[src/design/merge_pkg.sv]
// constants and types for the merge-release arbiter with full-line priority override
package merge_pkg;
  localparam int ADDR_W = 8;
  localparam int DATA_W = 32;
  localparam int PRESET_W = 16;
  localparam int NLINE = 3;
  // line index: 0 left, 1 center, 2 right
  localparam logic [ADDR_W-1:0] A_CTRL = 8'h00;
  localparam logic [ADDR_W-1:0] A_BLK_L = 8'h04;
  localparam logic [ADDR_W-1:0] A_CLR_L = 8'h08;
  localparam logic [ADDR_W-1:0] A_BLK_R = 8'h0c;
  localparam logic [ADDR_W-1:0] A_CLR_R = 8'h10;
  localparam logic [ADDR_W-1:0] A_STAT = 8'h14;
  localparam logic [PRESET_W-1:0] PRESET_RST = 16'h1388;
  localparam int CLK_NS = 20;
  localparam int TICK_NS = 1000000;
  localparam int TICK_CYCLES = TICK_NS / CLK_NS;

  typedef enum logic [1:0] {
    PRI_FCFS = 2'b00,
    PRI_CENTER = 2'b01,
    PRI_LEFT = 2'b10,
    PRI_RIGHT = 2'b11
  } prio_t;

  typedef enum logic [1:0] {
    ST_IDLE = 2'b00,
    ST_GRANT = 2'b01,
    ST_BUSY = 2'b10
  } arb_st_t;

  // control word, bit 0 is enable
  typedef struct packed {
    logic [1:0] mon_dn;
    logic [1:0] full_en;
    logic [1:0] tmerge;
    prio_t prio;
    logic [1:0] mtype;
    logic enable;
  } ctrl_t;

  localparam int CTRL_W = 11;
  localparam logic [CTRL_W-1:0] CTRL_RST = 11'h000;

  typedef struct packed {
    logic blocked;
    logic stopped;
  } zone_t;

  typedef logic [NLINE-1:0][NLINE-1:0] older_t;

  function automatic logic accumulated(input zone_t z);
    accumulated = z.blocked & z.stopped;
  endfunction

  // oldest member of set s; ties go to the lowest index
  function automatic logic [NLINE-1:0] pick_oldest(input logic [NLINE-1:0] s,
                                                   input older_t older);
    logic [NLINE-1:0] r;
    logic beaten;
    r = '0;
    for (int i = NLINE - 1; i >= 0; i--)
    begin
      beaten = 1'b0;
      for (int j = 0; j < NLINE; j++)
      begin
        if (j != i && s[j] && older[j][i])
        begin
          beaten = 1'b1;
        end
      end
      if (s[i] && !beaten)
      begin
        r = '0;
        r[i] = 1'b1;
      end
    end
    pick_oldest = r;
  endfunction
endpackage

[src/design/line_timer.sv]
// block and clear timers of one monitored merging line
`timescale 1ns/1ps
module line_timer
  import merge_pkg::*;
(
  // clock and reset
  input wire logic clk_i,
  input wire logic arst_n_i,
  // time base and settings
  input wire logic tick_i,
  input wire logic enable_i,
  input wire logic accum_i,
  input wire logic [PRESET_W-1:0] blk_preset_i,
  input wire logic [PRESET_W-1:0] clr_preset_i,
  // state
  output logic blk_expired_o,
  output logic dyn_o
);
  logic [PRESET_W-1:0] blk_q, blk_d, clr_q, clr_d;
  logic dyn_q, dyn_d;
  wire blk_done = blk_q >= blk_preset_i;
  wire clr_done = clr_q >= clr_preset_i;

  always_comb
  begin
    blk_d = blk_q;
    clr_d = clr_q;
    dyn_d = dyn_q;
    if (!accum_i)
      blk_d = '0;
    else if (tick_i && !dyn_q && !blk_done)
      blk_d = blk_q + 1'b1;
    if (dyn_q)
    begin
      if (clr_done)
      begin
        dyn_d = 1'b0;
        clr_d = '0;
        blk_d = '0;
      end
      else if (tick_i)
        clr_d = clr_q + 1'b1;
    end
    else if (enable_i && accum_i && blk_done)
      dyn_d = 1'b1;
  end

  always_ff @(posedge clk_i or negedge arst_n_i)
  begin
    if (!arst_n_i)
    begin
      blk_q <= '0;
      clr_q <= '0;
      dyn_q <= 1'b0;
    end
    else
    begin
      blk_q <= blk_d;
      clr_q <= clr_d;
      dyn_q <= dyn_d;
    end
  end

  assign blk_expired_o = accum_i & blk_done;
  assign dyn_o = dyn_q;
endmodule

[src/design/merge_dynamic_priority.sv]
// merge-release arbiter with full-line priority override
`timescale 1ns/1ps
module merge_dynamic_priority
  import merge_pkg::*;
#(
  parameter int TICK_CYC = TICK_CYCLES
)
(
  // clock and reset
  input wire logic clk_i,
  input wire logic arst_n_i,
  // register port
  input wire logic [ADDR_W-1:0] addr_i,
  input wire logic [DATA_W-1:0] wdata_i,
  input wire logic wr_i,
  input wire logic rd_i,
  output logic [DATA_W-1:0] rdata_o,
  // zone status, line index 0 left, 1 center, 2 right; monitor zone index 0 left, 1 right
  input wire logic [NLINE-1:0] arrive_i,
  input wire logic merge_clear_i,
  input wire zone_t [1:0] mon_up_i,
  input wire zone_t [1:0] mon_dn_i,
  // release and status
  output logic [NLINE-1:0] release_o,
  output logic [1:0] tmerge_o,
  output logic [1:0] dyn_o
);
  ctrl_t ctrl_q;
  logic [PRESET_W-1:0] blk_pre_q [2];
  logic [PRESET_W-1:0] clr_pre_q [2];
  logic [15:0] tick_cnt_q;
  logic tick_q;
  logic [NLINE-1:0] arr_q, grant_q, grant_d;
  older_t older_q, older_d;
  arb_st_t st_q, st_d;
  logic [DATA_W-1:0] rdata_q;
  logic [1:0] dyn, blk_exp, accum;

  // time base: one tick per millisecond of preset
  wire tick_wrap = tick_cnt_q == 16'(TICK_CYC - 1);
  always_ff @(posedge clk_i or negedge arst_n_i)
  begin
    if (!arst_n_i)
    begin
      tick_cnt_q <= '0;
      tick_q <= 1'b0;
    end
    else
    begin
      tick_cnt_q <= tick_wrap ? 16'h0000 : tick_cnt_q + 16'h0001;
      tick_q <= tick_wrap;
    end
  end

  // register writes
  wire wr_ctrl = wr_i && addr_i == A_CTRL;
  wire [1:0] wr_blk = {wr_i && addr_i == A_BLK_R, wr_i && addr_i == A_BLK_L};
  wire [1:0] wr_clr = {wr_i && addr_i == A_CLR_R, wr_i && addr_i == A_CLR_L};
  always_ff @(posedge clk_i or negedge arst_n_i)
  begin
    if (!arst_n_i)
      ctrl_q <= ctrl_t'(CTRL_RST);
    else if (wr_ctrl)
      ctrl_q <= ctrl_t'(wdata_i[CTRL_W-1:0]);
  end
  for (genvar k = 0; k < 2; k++)
  begin : g_pre
    always_ff @(posedge clk_i or negedge arst_n_i)
    begin
      if (!arst_n_i)
      begin
        blk_pre_q[k] <= PRESET_RST;
        clr_pre_q[k] <= PRESET_RST;
      end
      else
      begin
        if (wr_blk[k])
          blk_pre_q[k] <= wdata_i[PRESET_W-1:0];
        if (wr_clr[k])
          clr_pre_q[k] <= wdata_i[PRESET_W-1:0];
      end
    end
    // chosen zone of the identified controller feeds the timers
    assign accum[k] = ctrl_q.mon_dn[k] ? accumulated(mon_dn_i[k])
                                       : accumulated(mon_up_i[k]);
  end

  line_timer u_tmr_l (
    .clk_i(clk_i),
    .arst_n_i(arst_n_i),
    .tick_i(tick_q),
    .enable_i(ctrl_q.full_en[0] & ctrl_q.mtype[0]),
    .accum_i(accum[0]),
    .blk_preset_i(blk_pre_q[0]),
    .clr_preset_i(clr_pre_q[0]),
    .blk_expired_o(blk_exp[0]),
    .dyn_o(dyn[0])
  );
  line_timer u_tmr_r (
    .clk_i(clk_i),
    .arst_n_i(arst_n_i),
    .tick_i(tick_q),
    .enable_i(ctrl_q.full_en[1] & ctrl_q.mtype[1]),
    .accum_i(accum[1]),
    .blk_preset_i(blk_pre_q[1]),
    .clr_preset_i(clr_pre_q[1]),
    .blk_expired_o(blk_exp[1]),
    .dyn_o(dyn[1])
  );

  // lines in use, center always when merging is on
  wire [NLINE-1:0] line_en = {ctrl_q.mtype[1], 1'b1, ctrl_q.mtype[0]} & {NLINE{ctrl_q.enable}};
  wire [NLINE-1:0] arr = arrive_i & line_en;
  wire [NLINE-1:0] base_fav = ctrl_q.prio == PRI_CENTER ? 3'b010 :
                              ctrl_q.prio == PRI_LEFT ? 3'b001 :
                              ctrl_q.prio == PRI_RIGHT ? 3'b100 : 3'b000;
  // override replaces the base favourite; two overrides share it by arrival
  wire [NLINE-1:0] fav = |dyn ? {dyn[1], 1'b0, dyn[0]} : base_fav;
  wire [NLINE-1:0] cand = |(arr & fav) ? arr & fav : arr;
  // rank by next order, so a line arriving this cycle queues behind waiting ones
  wire [NLINE-1:0] choice = pick_oldest(cand, older_d);

  // arrival order: a new arrival is younger than everything already waiting
  always_comb
  begin
    older_d = older_q;
    for (int i = 0; i < NLINE; i++)
    begin
      if (arr[i] && !arr_q[i])
      begin
        for (int j = 0; j < NLINE; j++)
        begin
          older_d[j][i] = arr_q[j] && j != i;
          older_d[i][j] = 1'b0;
        end
      end
    end
  end

  // one release at a time; next only after the merge zone has cleared
  always_comb
  begin
    st_d = st_q;
    grant_d = grant_q;
    unique case (st_q)
      ST_IDLE:
        if (merge_clear_i && |arr)
        begin
          grant_d = choice;
          st_d = ST_GRANT;
        end
      ST_GRANT:
        if (!merge_clear_i)
        begin
          grant_d = '0;
          st_d = ST_BUSY;
        end
      ST_BUSY:
        if (merge_clear_i)
          st_d = ST_IDLE;
      default:
      begin
        grant_d = '0;
        st_d = ST_IDLE;
      end
    endcase
  end

  always_ff @(posedge clk_i or negedge arst_n_i)
  begin
    if (!arst_n_i)
    begin
      st_q <= ST_IDLE;
      grant_q <= '0;
      arr_q <= '0;
      older_q <= '0;
    end
    else
    begin
      st_q <= st_d;
      grant_q <= grant_d;
      arr_q <= arr;
      older_q <= older_d;
    end
  end

  // read data stands only in the cycle after the read strobe
  wire [DATA_W-1:0] stat = {21'h0, dyn, blk_exp, grant_q, 2'(st_q), ctrl_q.enable, 1'b0};
  wire [DATA_W-1:0] rd_mux = addr_i == A_CTRL ? {21'h0, ctrl_q} :
                             addr_i == A_BLK_L ? {16'h0000, blk_pre_q[0]} :
                             addr_i == A_CLR_L ? {16'h0000, clr_pre_q[0]} :
                             addr_i == A_BLK_R ? {16'h0000, blk_pre_q[1]} :
                             addr_i == A_CLR_R ? {16'h0000, clr_pre_q[1]} :
                             addr_i == A_STAT ? stat : 32'h00000000;
  always_ff @(posedge clk_i or negedge arst_n_i)
  begin
    if (!arst_n_i)
      rdata_q <= '0;
    else
      rdata_q <= rd_i ? rd_mux : 32'h00000000;
  end

  assign rdata_o = rdata_q;
  assign release_o = grant_q;
  assign tmerge_o = ctrl_q.tmerge;
  assign dyn_o = dyn;
endmodule

[config.mk]
export PLATFORM = sky130hd
export DESIGN_NAME = merge_dynamic_priority
export DESIGN_NICKNAME = d
export VERILOG_FILES = /design/src/design/merge_pkg.sv /design/src/design/line_timer.sv /design/src/design/merge_dynamic_priority.sv
export SDC_FILE = /design/constraint.sdc
export NUM_CORES = 1
export LEC_CHECK = 0
export ABC_AREA = 1
export ABC_CLOCK_PERIOD_IN_PS = 4500
export BUFFER_PORTS_ARGS = -buffer_cell sky130_fd_sc_hd__buf_2
export CORE_MARGIN = 2
export CORE_UTILIZATION = 65
export CTS_BUF_LIST = sky130_fd_sc_hd__clkbuf_16
export CTS_CLUSTER_DIAMETER = 60
export DETAILED_ROUTE_END_ITERATION = 6
export PLACE_DENSITY = 0.87
export SLEW_MARGIN = 0
export SYNTH_ARGS = -nofsm -noshare
export SYNTH_HDL_FRONTEND = slang
export SYNTH_HIERARCHICAL = 1
export SYNTH_SLANG_ARGS = --single-unit
[constraint.sdc]
create_clock -name clk_i -period 4.5 [get_ports clk_i]
set_input_delay 0.9 -clock clk_i [delete_from_list [all_inputs] [get_ports clk_i]]
set_output_delay 0.9 -clock clk_i [all_outputs]
set_load 0.01 [all_outputs]
==> results of run 1 <==
[cell families (layout without fill, tap and decap cells)]
family	after synthesis	count (layout)
compound gates	227	227
xor+xnor	34	34
fa+ha+maj	69	69
buf+inv	260	313
flops	188	188
other cells	1	16
simple gates	665	665
[worst paths after layout]
| check | start | endpoint | slack, ns |
|---|---|---|---|
| hold / removal | tick_cnt_q[0] | tick_cnt_q[0] | 0.47 |
| max in group asynchronous | arst_n_i | u_tmr_r/blk_q[14] | 2.95 |
| setup / recovery | addr_i[1] | blk_pre_q[25] | 1.73 |
| setup reg to reg | blk_pre_q[19] | rdata_o[7] | 2.14 |
| min in group asynchronous | arst_n_i | older_q[6] | 0.57 |
| hold reg to reg | tick_cnt_q[0] | tick_cnt_q[0] | 0.47 |
[flip-flops by register name (all words and copies together) (netlist names)]
name,cells
release_o,3
tick_q,1
u_tmr_r/blk_q,16
arr_q,3
rdata_o,16
u_tmr_l/clr_q,16
tick_cnt_q,16
tmerge_o,2
u_tmr_l/dyn_o,1
st_q,2
clr_pre_q,32
older_q,6
u_tmr_l/blk_q,16
u_tmr_r/clr_q,16
blk_pre_q,32
ctrl_q,9
u_tmr_r/dyn_o,1
[power by group]
group          switching (mW)  internal [mW]
combinational           0.234          0.102
sequential             0.0399           1.74
clock                   0.621          0.797
[placed cells by master, fill, tap and decap left out, types with 3 or more instances in the layout]
cell / n
nor3_2: 8
a21oi_2: 9
nor2_2: 7
nor2_4: 4
inv_2: 6
conb_1: 16
buf_4: 4
o21ai_0: 97
inv_1: 209
buf_2: 61
o21ai_1: 10
a31oi_1: 8
nand2_4: 3
o21a_1: 3
nand2_2: 10
nor2_1: 127
ha_1: 69
o21bai_1: 3
nor3b_2: 4
clkbuf_16: 17
nand3_2: 8
nand3_1: 88
clkinv_2: 4
dfrtp_1: 168
clkinv_1: 7
dfstp_2: 20
nor3b_1: 6
xnor2_1: 6
nor4_1: 6
nand2_1: 348
nand3b_1: 3
a21oi_1: 86
nor3_1: 21
nand4_1: 17
xor2_1: 28
[stage by stage]
step,setup WS [ns],instances,total power [mW],hold WS [ns]
after global routing,1.547,1737,3.672,0.5108
final,1.735,1737,3.535,0.4665
after floorplan,2.568,1459,2.024,0.4329
after global placement,1.521,1705,2.126,0.4451
after CTS,1.800,1737,3.541,0.4741
after detailed placement,1.416,1705,2.141,0.4657
[routing by layer]
metal / global-route usage (%) / routed length [um] / vias up
li1: - / - / 4717
met1: 39.53 / 11150 / 4699
met2: 52.14 / 13490 / 410
met3: 4.976 / 1741 / 56
met4: 11.57 / 701 / 0
met5: 0 / 0 / -
[worst max-delay path, delay by kind of cell]
family / cells / cell delay, ns
AOI/OAI and AO/OA: 1 / 0.43
buffers and inverters: 3 / 0.61
and+or+nand+nor: 5 / 1.12
[cell type report]
type,count,area [um2]
multi-input combinational,1011,5477
fill,1343,4927
sequential,188,4730
inverter,215,809.5
clock buffer,17,425.4
timing repair buffer,66,349.1
tap,225,281.5
clock inverter,15,117.6
==> flow_summary_export.csv, run 1 <==
group,metric,value,unit
status,status,"finished clean",
timing,tns,0,ns
layout,final_util,71.21,%
synth,async_flop_share,100.0,%
clock_network,h-tree-depth,4,
synth,syn_area,0.01124,mm2
clock_network,cts_inserted_buffers,17,
timing,slew_headroom,36.96,%
place,dp_hpwl,19640,um
timing,period_share,61.45,%
setup_path,cp_slowest_cell,"nand2_1",
layout,postLayoutCellArea,0.01219,mm2
setup_path,crit_chain,"buf_2 -> nor2_1 -> nand2_1 -> nor2_1 -> buf_4 -> nand2_1 -> inv_2 -> nand2_1 -> o21ai_0",
hold_path,hold-path-cell-count,1,
die,dieArea,0.01837,mm2
synth,synth.distinct_cells,50,
timing,worstMarginPinSlew,0.9433,ns
die,pin_count,95,
setup_path,cp_data_required_time,4.83,ns
clock_network,clk_pin_slew,0.06,ns
route,ant_nets,0,
route,drt-initial-drc-count,842,
setup_path,max_stage_delay,0.63,ns
power_and_ir_drop,power_density,290.0,mW/mm2
timing,fmax,361.6,MHz
global_route,grt_max_degree,113,
synth,synth_warnings,6,
power_and_ir_drop,p_leak,5.996,nW
global_route,grt_pass1_vias,9309,
synth,synthAdderAreaFrac,7.678,%
timing,rsz0062_at_grt,"no",
global_route,grt_use_total,30.61,%
setup_path,end_kind,"flop",
die,rows,48,
synth,synth.largest_area_cell,"dfrtp_1",
clock_network,cts_setup_buffers,0,
place,port_buffers,62,
synth,synth_common_cells,"nand2_1, inv_1, dfrtp_1",
synth,synth.avg_cell_area,7.787,um2
setup_path,cp_max_fo,32,
synth,synth_compound_area_share,11.18,%
timing,clock_skew,0.006632,ns
setup_path,start_kind,"input pin",
die,start_util,65.69,%
synth,ys.flop_type,"dfrtp_1",
clock_network,clockRootBuffer,"clkbuf_16",
synth,synth_edf_count,0,
die,die_y,135.5,um
synth,synthMuxAreaShare,0,%
hold_path,hp-class,"flop to flop",
power_and_ir_drop,ir_worst_vdd,0.2987,mV
global_route,antenna_found_initial,0,
synth,synth_top_family_by_area,"simple AND/OR/NAND/NOR gates",
setup_path,setup.worst_path.class,"input pin to flop",
timing,finalSetupViolCount,0,
layout,final_nets,1624,
clock_network,clock_latency,0.43,ns
place,gp_congestion,0.9223,
route,wl,27090,um
clock_network,clockBufferDepth,2,
route,drt_first_pass_iters,5,
setup_path,critPathArrivalTime,3.09,ns
clock_network,clock_sinks,188,
setup_path,crit_top_cell,"nand2_1",
route,wl_per_cell,15.59,um
synth,ys_seq_elements,188,
timing,min_period,2.765,ns
synth,synth_top_area_share,37.39,%
timing,hold_viol_final,0,
layout,syn_to_final_growth,8.401,%
route,vias,9882,
route,via_per_inst,5.689,
synth,synthCells,1444,
job,max_cap_violations,0,
die,die_x,135.5,um
layout,antenna_cells,0,
place,place_area,0.01165,mm2
route,drcViolationCount,0,
synth,synthTopCellsByArea,"dfrtp_1, nand2_1, ha_1",
die,core_area,0.01712,mm2
setup_path,r2r_cells,14,
layout,drive_gt1_share,11.97,%
synth,synth_xor_area_share,2.648,%
clock_network,cts_tree,"built",
synth,yosysMostFrequentCell,"nand2_1",
synth,synth-simple-area-share,26.66,%
global_route,grt_pass1_wl,44440,um
clock_network,ctsResizeCount,0,
clock_network,cts_hold_buf,0,
synth,ys_seq_area_share,42.06,%
timing,slew_viol_final,0,
global_route,grt_overflow,0,
Power figures use the tool's default switching activity.
==> run 2, diff against run 1 <==
ABC_CLOCK_PERIOD_IN_PS = 2600   (was 4500)
CORE_UTILIZATION = 61   (was 65)
PLACE_DENSITY = 0.82   (was 0.87)
clock period = 2.6 ns   (was 4.5 ns; I/O delays follow)
==> flow_summary_export.csv, run 2 (synthesized netlist as in run 1, its figures left out) <==
group,metric,value,unit
status,status,"finished clean",
clock_network,clockRootBuffer,"clkbuf_16",
hold_path,hp-class,"input pin to async pin",
route,vias,9754,
power_and_ir_drop,sw_frac_of_total,25.46,%
global_route,grt_pass1_vias,9168,
timing,hold_viol_final,0,
place,port_buffers,62,
job,max_cap_violations,0,
die,start_util,62.38,%
timing,fin_hold_ws,0.08472,ns
timing,rsz0062_at_grt,"no",
clock_network,clk_pin_slew,0.06,ns
clock_network,cts_setup_buffers,0,
timing,slew_headroom,51.32,%
global_route,antenna_found_initial,0,
clock_network,cts_inserted_buffers,17,
setup_path,cp_max_fo,10,
layout,final_util,68.09,%
die,die_x,139.8,um
global_route,grt_overflow,0,
setup_path,start_kind,"flop",
setup_path,worstReg2RegEnd,"u_tmr_l/blk_q[5]",
setup_path,startpoint,"clr_pre_q[19]",
die,dieArea,0.01954,mm2
setup_path,setup.worst_path.class,"flop to flop",
setup_path,r2r_start,"clr_pre_q[19]",
power_and_ir_drop,p_comb_share,9.4,%
setup_path,end_kind,"flop",
clock_network,cts_hold_buf,0,
setup_path,reg2reg_slack,0.33,ns
die,die_y,139.8,um
clock_network,clock_latency,0.44,ns
clock_network,cts_tree,"built",
power_and_ir_drop,pwr-share-clk,40.5,%
layout,drive_gt1_share,12.46,%
setup_path,critPathArrivalTime,2.63,ns
setup_path,cp-endpoint,"u_tmr_l/blk_q[5]",
place,dp_hpwl,19990,um
global_route,grt_pass1_wl,44730,um
power_and_ir_drop,total_power,6.153,mW
route,via_per_inst,5.586,
route,wl,27180,um
layout,antenna_cells,0,
clock_network,ctsResizeCount,0,
die,rows,49,
power_and_ir_drop,power_density,501.4,mW/mm2
clock_network,h-tree-depth,4,
setup_path,r2r_cells,13,
power_and_ir_drop,p_leak,6.020,nW
global_route,grt_use_total,28.37,%
route,drt_first_pass_iters,7,
timing,clock_skew,0.007741,ns
layout,final_nets,1629,
global_route,grt_max_degree,70,
route,drcViolationCount,0,
layout,reg_top3,"blk_pre_q (32), clr_pre_q (32)",
route,wl_per_cell,15.56,um
timing,tns,0,ns
route,ant_nets,0,
timing,fmax,439.6,MHz
die,core_area,0.01802,mm2
layout,final_common_cell,"nand2_1",
power_and_ir_drop,pwr-share-seq,50.0,%
power_and_ir_drop,p_sw,1.567,mW
power_and_ir_drop,internal-power,4.586,mW
timing,period_share,87.49,%
timing,slew_viol_final,0,
die,pin_count,95,
power_and_ir_drop,ir_worst_vdd,0.6817,mV
clock_network,clock_sinks,188,
route,drt-initial-drc-count,697,
timing,finalSetupViolCount,0,
layout,fill_cells,1503,
layout,layout_common_cells,"nand2_1, inv_1, dfrtp_1, nor2_1, o21ai_0",
place,gp_congestion,0.9093,
setup_path,cp_data_required_time,2.96,ns
timing,min_period,2.275,ns
clock_network,clockBufferDepth,2,
layout,syn_to_final_growth,9.146,%
timing,worstMarginPinSlew,0.7247,ns
run 2: cell count changes in the layout (fill, tap and decap cells not counted), sizes merged:
cell	previous run	this run
inv	216	214
clkinvlp	1	3
buf	65	70
run 2: worst max-delay path, cell delays in order (launching register included):
cell and delay (ns):
dfstp_2 0.54, inv_1 0.05, ha_1 0.31, nand2_1 0.08
nor2_1 0.04, nand2_1 0.05, nand3_1 0.09, nand2_1 0.07
nand2_1 0.06, nand2_1 0.05, nand2_1 0.09, a21boi_2 0.48
nand2_1 0.13, nor2_1 0.15
run 2: worst min path at each step:
stage,startpoint,end,cells after the start
after floorplan,arst_n_i,arr_q[0],0
after global placement,tick_cnt_q[0],tick_cnt_q[0],1
after detailed placement,tick_cnt_q[0],tick_cnt_q[0],1
after CTS,arst_n_i,older_q[6],1
after global routing,arst_n_i,arr_q[2],1
final,arst_n_i,older_q[6],1
run 2: metrics by stage:
stage	std cells	setup slack [ns]	cell area, um2
5_1_grt	1746	0.08855	12270
2_1_floorplan	1459	0.6749	11300
3_5_place_dp	1714	0.3574	11710
6_report	1746	0.3254	12270
3_3_place_gp	1714	0.4389	11710
4_1_cts	1746	0.3472	12270
run 2: final cells by class:
type                    instances  area (um2)  area share (%)
clock buffers                  17       425.4           3.466
clock inverters                15       133.9           1.091
inverters                     215       809.5           6.596
multi-input cells            1011        5477           44.62
flip-flops and latches        188        4730           38.54
well taps                     229       286.5           2.335
repair buffers                 71       411.6           3.354
run 2: per-layer routing:
metal  routed length (um)  vias to the layer above  share of wire [%]  track usage, %
met5                    0                        -                  0               0
met4                  769                        0                2.8           9.684
met3                 1744                       63                6.4           4.714
met2                13400                      389                 49           47.93
met1                11260                     4560                 41           37.26
li1                     -                     4742                  -               -
run 2: power by group through the flow:
stage | Clock (mW) | Combinational, mW | Sequential, mW
6_report | 2.49 | 0.580 | 3.08
5_1_grt | 2.65 | 0.664 | 3.09
4_1_cts | 2.51 | 0.583 | 3.08
3_5_place_dp | 0 | 0.578 | 3.13
3_3_place_gp | 0 | 0.559 | 3.13
2_1_floorplan | 0 | 0.396 | 3.11
==> run 3, diff against run 2 <==
SYNTH_HIERARCHICAL = unset   (was 1)
==> flow_summary_export.csv, run 3 <==
group,metric,value,unit
setup_path,cp_num_buf_inv,1,
clock_network,cts_hold_buf,0,
power_and_ir_drop,ir_worst_vdd,0.4776,mV
place,dp_hpwl,20540,um
clock_network,clk_pin_slew,0.07,ns
die,die_y,139.0,um
setup_path,setup.worst_path.class,"flop to flop",
layout,drive_gt1_share,12.40,%
route,ant_nets,0,
setup_path,r2r_start,"clr_pre_q[25]",
timing,min_period,2.237,ns
timing,rsz0062_at_grt,"no",
die,dieArea,0.01932,mm2
hold_path,hp-class,"input pin to async pin",
setup_path,reg2reg_slack,0.36,ns
die,core_area,0.01790,mm2
setup_path,crit_chain,"inv_1 -> ha_1 -> a21oi_1 -> o21ai_0 -> a21oi_1 -> nand3_1 -> nand2_2 -> nand2_2 -> nand2_1 -> o21ai_0",
power_and_ir_drop,pwr-share-clk,41.9,%
timing,worstMarginPinSlew,0.6941,ns
clock_network,cts_inserted_buffers,17,
clock_network,clockRootBuffer,"clkbuf_16",
setup_path,r2r_cells,10,
die,die_x,139.0,um
synth,synthCells,1405,
route,wl,27810,um
timing,fmax,447.0,MHz
power_and_ir_drop,pwr-share-seq,49.3,%
layout,fill_cells,1452,
global_route,grt_overflow,0,
clock_network,cts_tree,"built",
synth,synth_top_area_share,37.81,%
power_and_ir_drop,sw_frac_of_total,28.20,%
power_and_ir_drop,p_comb_share,8.8,%
synth,ys.flop_type,"dfrtp_1",
synth,synth_common_cells,"nand2_1, dfrtp_1, inv_1",
global_route,antenna_found_initial,0,
setup_path,worstReg2RegEnd,"u_tmr_l.clr_q[9]",
clock_network,clock_latency,0.45,ns
layout,layout_common_cells,"nand2_1, inv_1, dfrtp_1, o21ai_0, nor2_1",
timing,fin_hold_ws,0.08725,ns
global_route,grt_max_degree,78,
setup_path,max_stage_delay,0.55,ns
clock_network,ctsResizeCount,0,
synth,synth.avg_cell_area,7.913,um2
route,wl_per_cell,16.31,um
power_and_ir_drop,power_density,509.3,mW/mm2
global_route,grt_pass1_vias,9202,
layout,final_nets,1588,
synth,synth.distinct_cells,46,
clock_network,clock_sinks,188,
place,port_buffers,62,
timing,hold_viol_final,0,
setup_path,startpoint,"clr_pre_q[25]",
job,max_cap_violations,0,
power_and_ir_drop,total_power,6.189,mW
global_route,grt_use_total,29.61,%
layout,final_util,67.87,%
timing,clock_skew,0.01114,ns
route,drt_first_pass_iters,6,
setup_path,cp_data_required_time,2.93,ns
setup_path,end_kind,"flop",
die,pin_count,95,
synth,syn_area,0.01112,mm2
clock_network,h-tree-depth,4,
setup_path,critPathArrivalTime,2.56,ns
timing,period_share,86.05,%
synth,async_flop_share,100.0,%
layout,syn_to_final_growth,9.284,%
synth,synth_warnings,0,
setup_path,start_kind,"flop",
clock_network,cts_setup_buffers,0,
synth,synth.largest_area_cell,"dfrtp_1",
clock_network,clockBufferDepth,2,
place,gp_congestion,0.9473,
setup_path,critPathTopFamily,"simple AND/OR/NAND/NOR gates",
layout,final_common_cell,"nand2_1",
setup_path,cp_slowest_cell,"dfstp_2",
timing,slew_headroom,53.61,%
route,drcViolationCount,0,
status,status,"finished clean",
synth,yosysMostFrequentCell,"nand2_1",
layout,reg_top3,"blk_pre_q (32), clr_pre_q (32)",
synth,ys_seq_elements,188,
synth,ys_seq_area_share,42.54,%
synth,synth_edf_count,0,
synth,synthTopCellsByArea,"dfrtp_1, nand2_1, ha_1",
timing,finalSetupViolCount,0,
route,via_per_inst,5.702,
power_and_ir_drop,p_leak,5.608,nW
layout,antenna_cells,0,
global_route,grt_pass1_wl,45800,um
power_and_ir_drop,p_sw,1.745,mW
power_and_ir_drop,internal-power,4.443,mW
route,vias,9722,
route,drt-initial-drc-count,913,
die,start_util,62.11,%
timing,tns,0,ns
timing,slew_viol_final,0,
die,rows,49,
setup_path,cp_max_fo,19,
[run 3: area by class of cell]
class / count / area (um2) / area share (%)
timing repair buffer: 78 / 451.7 / 3.717
multi-input combinational: 999 / 5431 / 44.70
inverter: 179 / 671.9 / 5.530
tap: 229 / 286.5 / 2.358
clock inverter: 15 / 153.9 / 1.267
clock buffer: 17 / 425.4 / 3.501
sequential: 188 / 4730 / 38.92
[run 3: worst max path at each step]
stage                        endpoint  slack [ns]  cells after the start
floorplan           u_tmr_r.clr_q[10]        0.63                     12
global placement            ctrl_q[9]        0.43                      8
detailed placement          ctrl_q[9]        0.35                      8
CTS                  u_tmr_l.clr_q[9]        0.39                     10
global route        u_tmr_l.clr_q[11]        0.24                     10
finish               u_tmr_l.clr_q[9]        0.36                     10
[run 3: logic make-up (layout without fill, tap and decap cells)]
family          count (synthesis)  in the layout  share of synthesized area (%)
flops                         188            188                          42.54
other cells                     1             16                        0.03373
fa+ha+maj                      69             69                          7.765
xor+xnor                       60             60                          4.727
buf+inv                       233            289                          9.115
simple gates                  585            585                          22.99
compound gates                269            269                          12.83
[run 3: power by group through the flow]
stage               clock network [mW]  registers (mW)  logic [mW]
finish                            2.59            3.05       0.543
CTS                               2.60            3.05       0.541
floorplan                            0            3.08       0.343
global placement                     0            3.10       0.518
global route                      2.74            3.06       0.607
detailed placement                   0            3.10       0.535
[run 3: stage by stage]
| stage | instances | area [um2] | worst slack, ns |
|---|---|---|---|
| 6_report | 1705 | 12150 | 0.3627 |
| 5_1_grt | 1705 | 12150 | 0.2407 |
| 4_1_cts | 1705 | 12150 | 0.3931 |
| 3_5_place_dp | 1673 | 11570 | 0.3453 |
| 3_3_place_gp | 1673 | 11570 | 0.4256 |
| 2_1_floorplan | 1420 | 11170 | 0.6289 |
[run 3: worst register-to-register path, stage by stage (launching register included)]
cell and delay [ns]:
dfstp_2 0.55, inv_1 0.04, ha_1 0.30, a21oi_1 0.16
o21ai_0 0.10, a21oi_1 0.18, nand3_1 0.14, nand2_2 0.20
nand2_2 0.25, nand2_1 0.13, o21ai_0 0.08
[run 3: routing by layer]
metal / share of wire (%) / track usage [%]
met5: 0 / 0
met4: 2.9 / 10.26
met3: 6.6 / 5.145
met2: 48 / 48.92
met1: 42 / 39.75
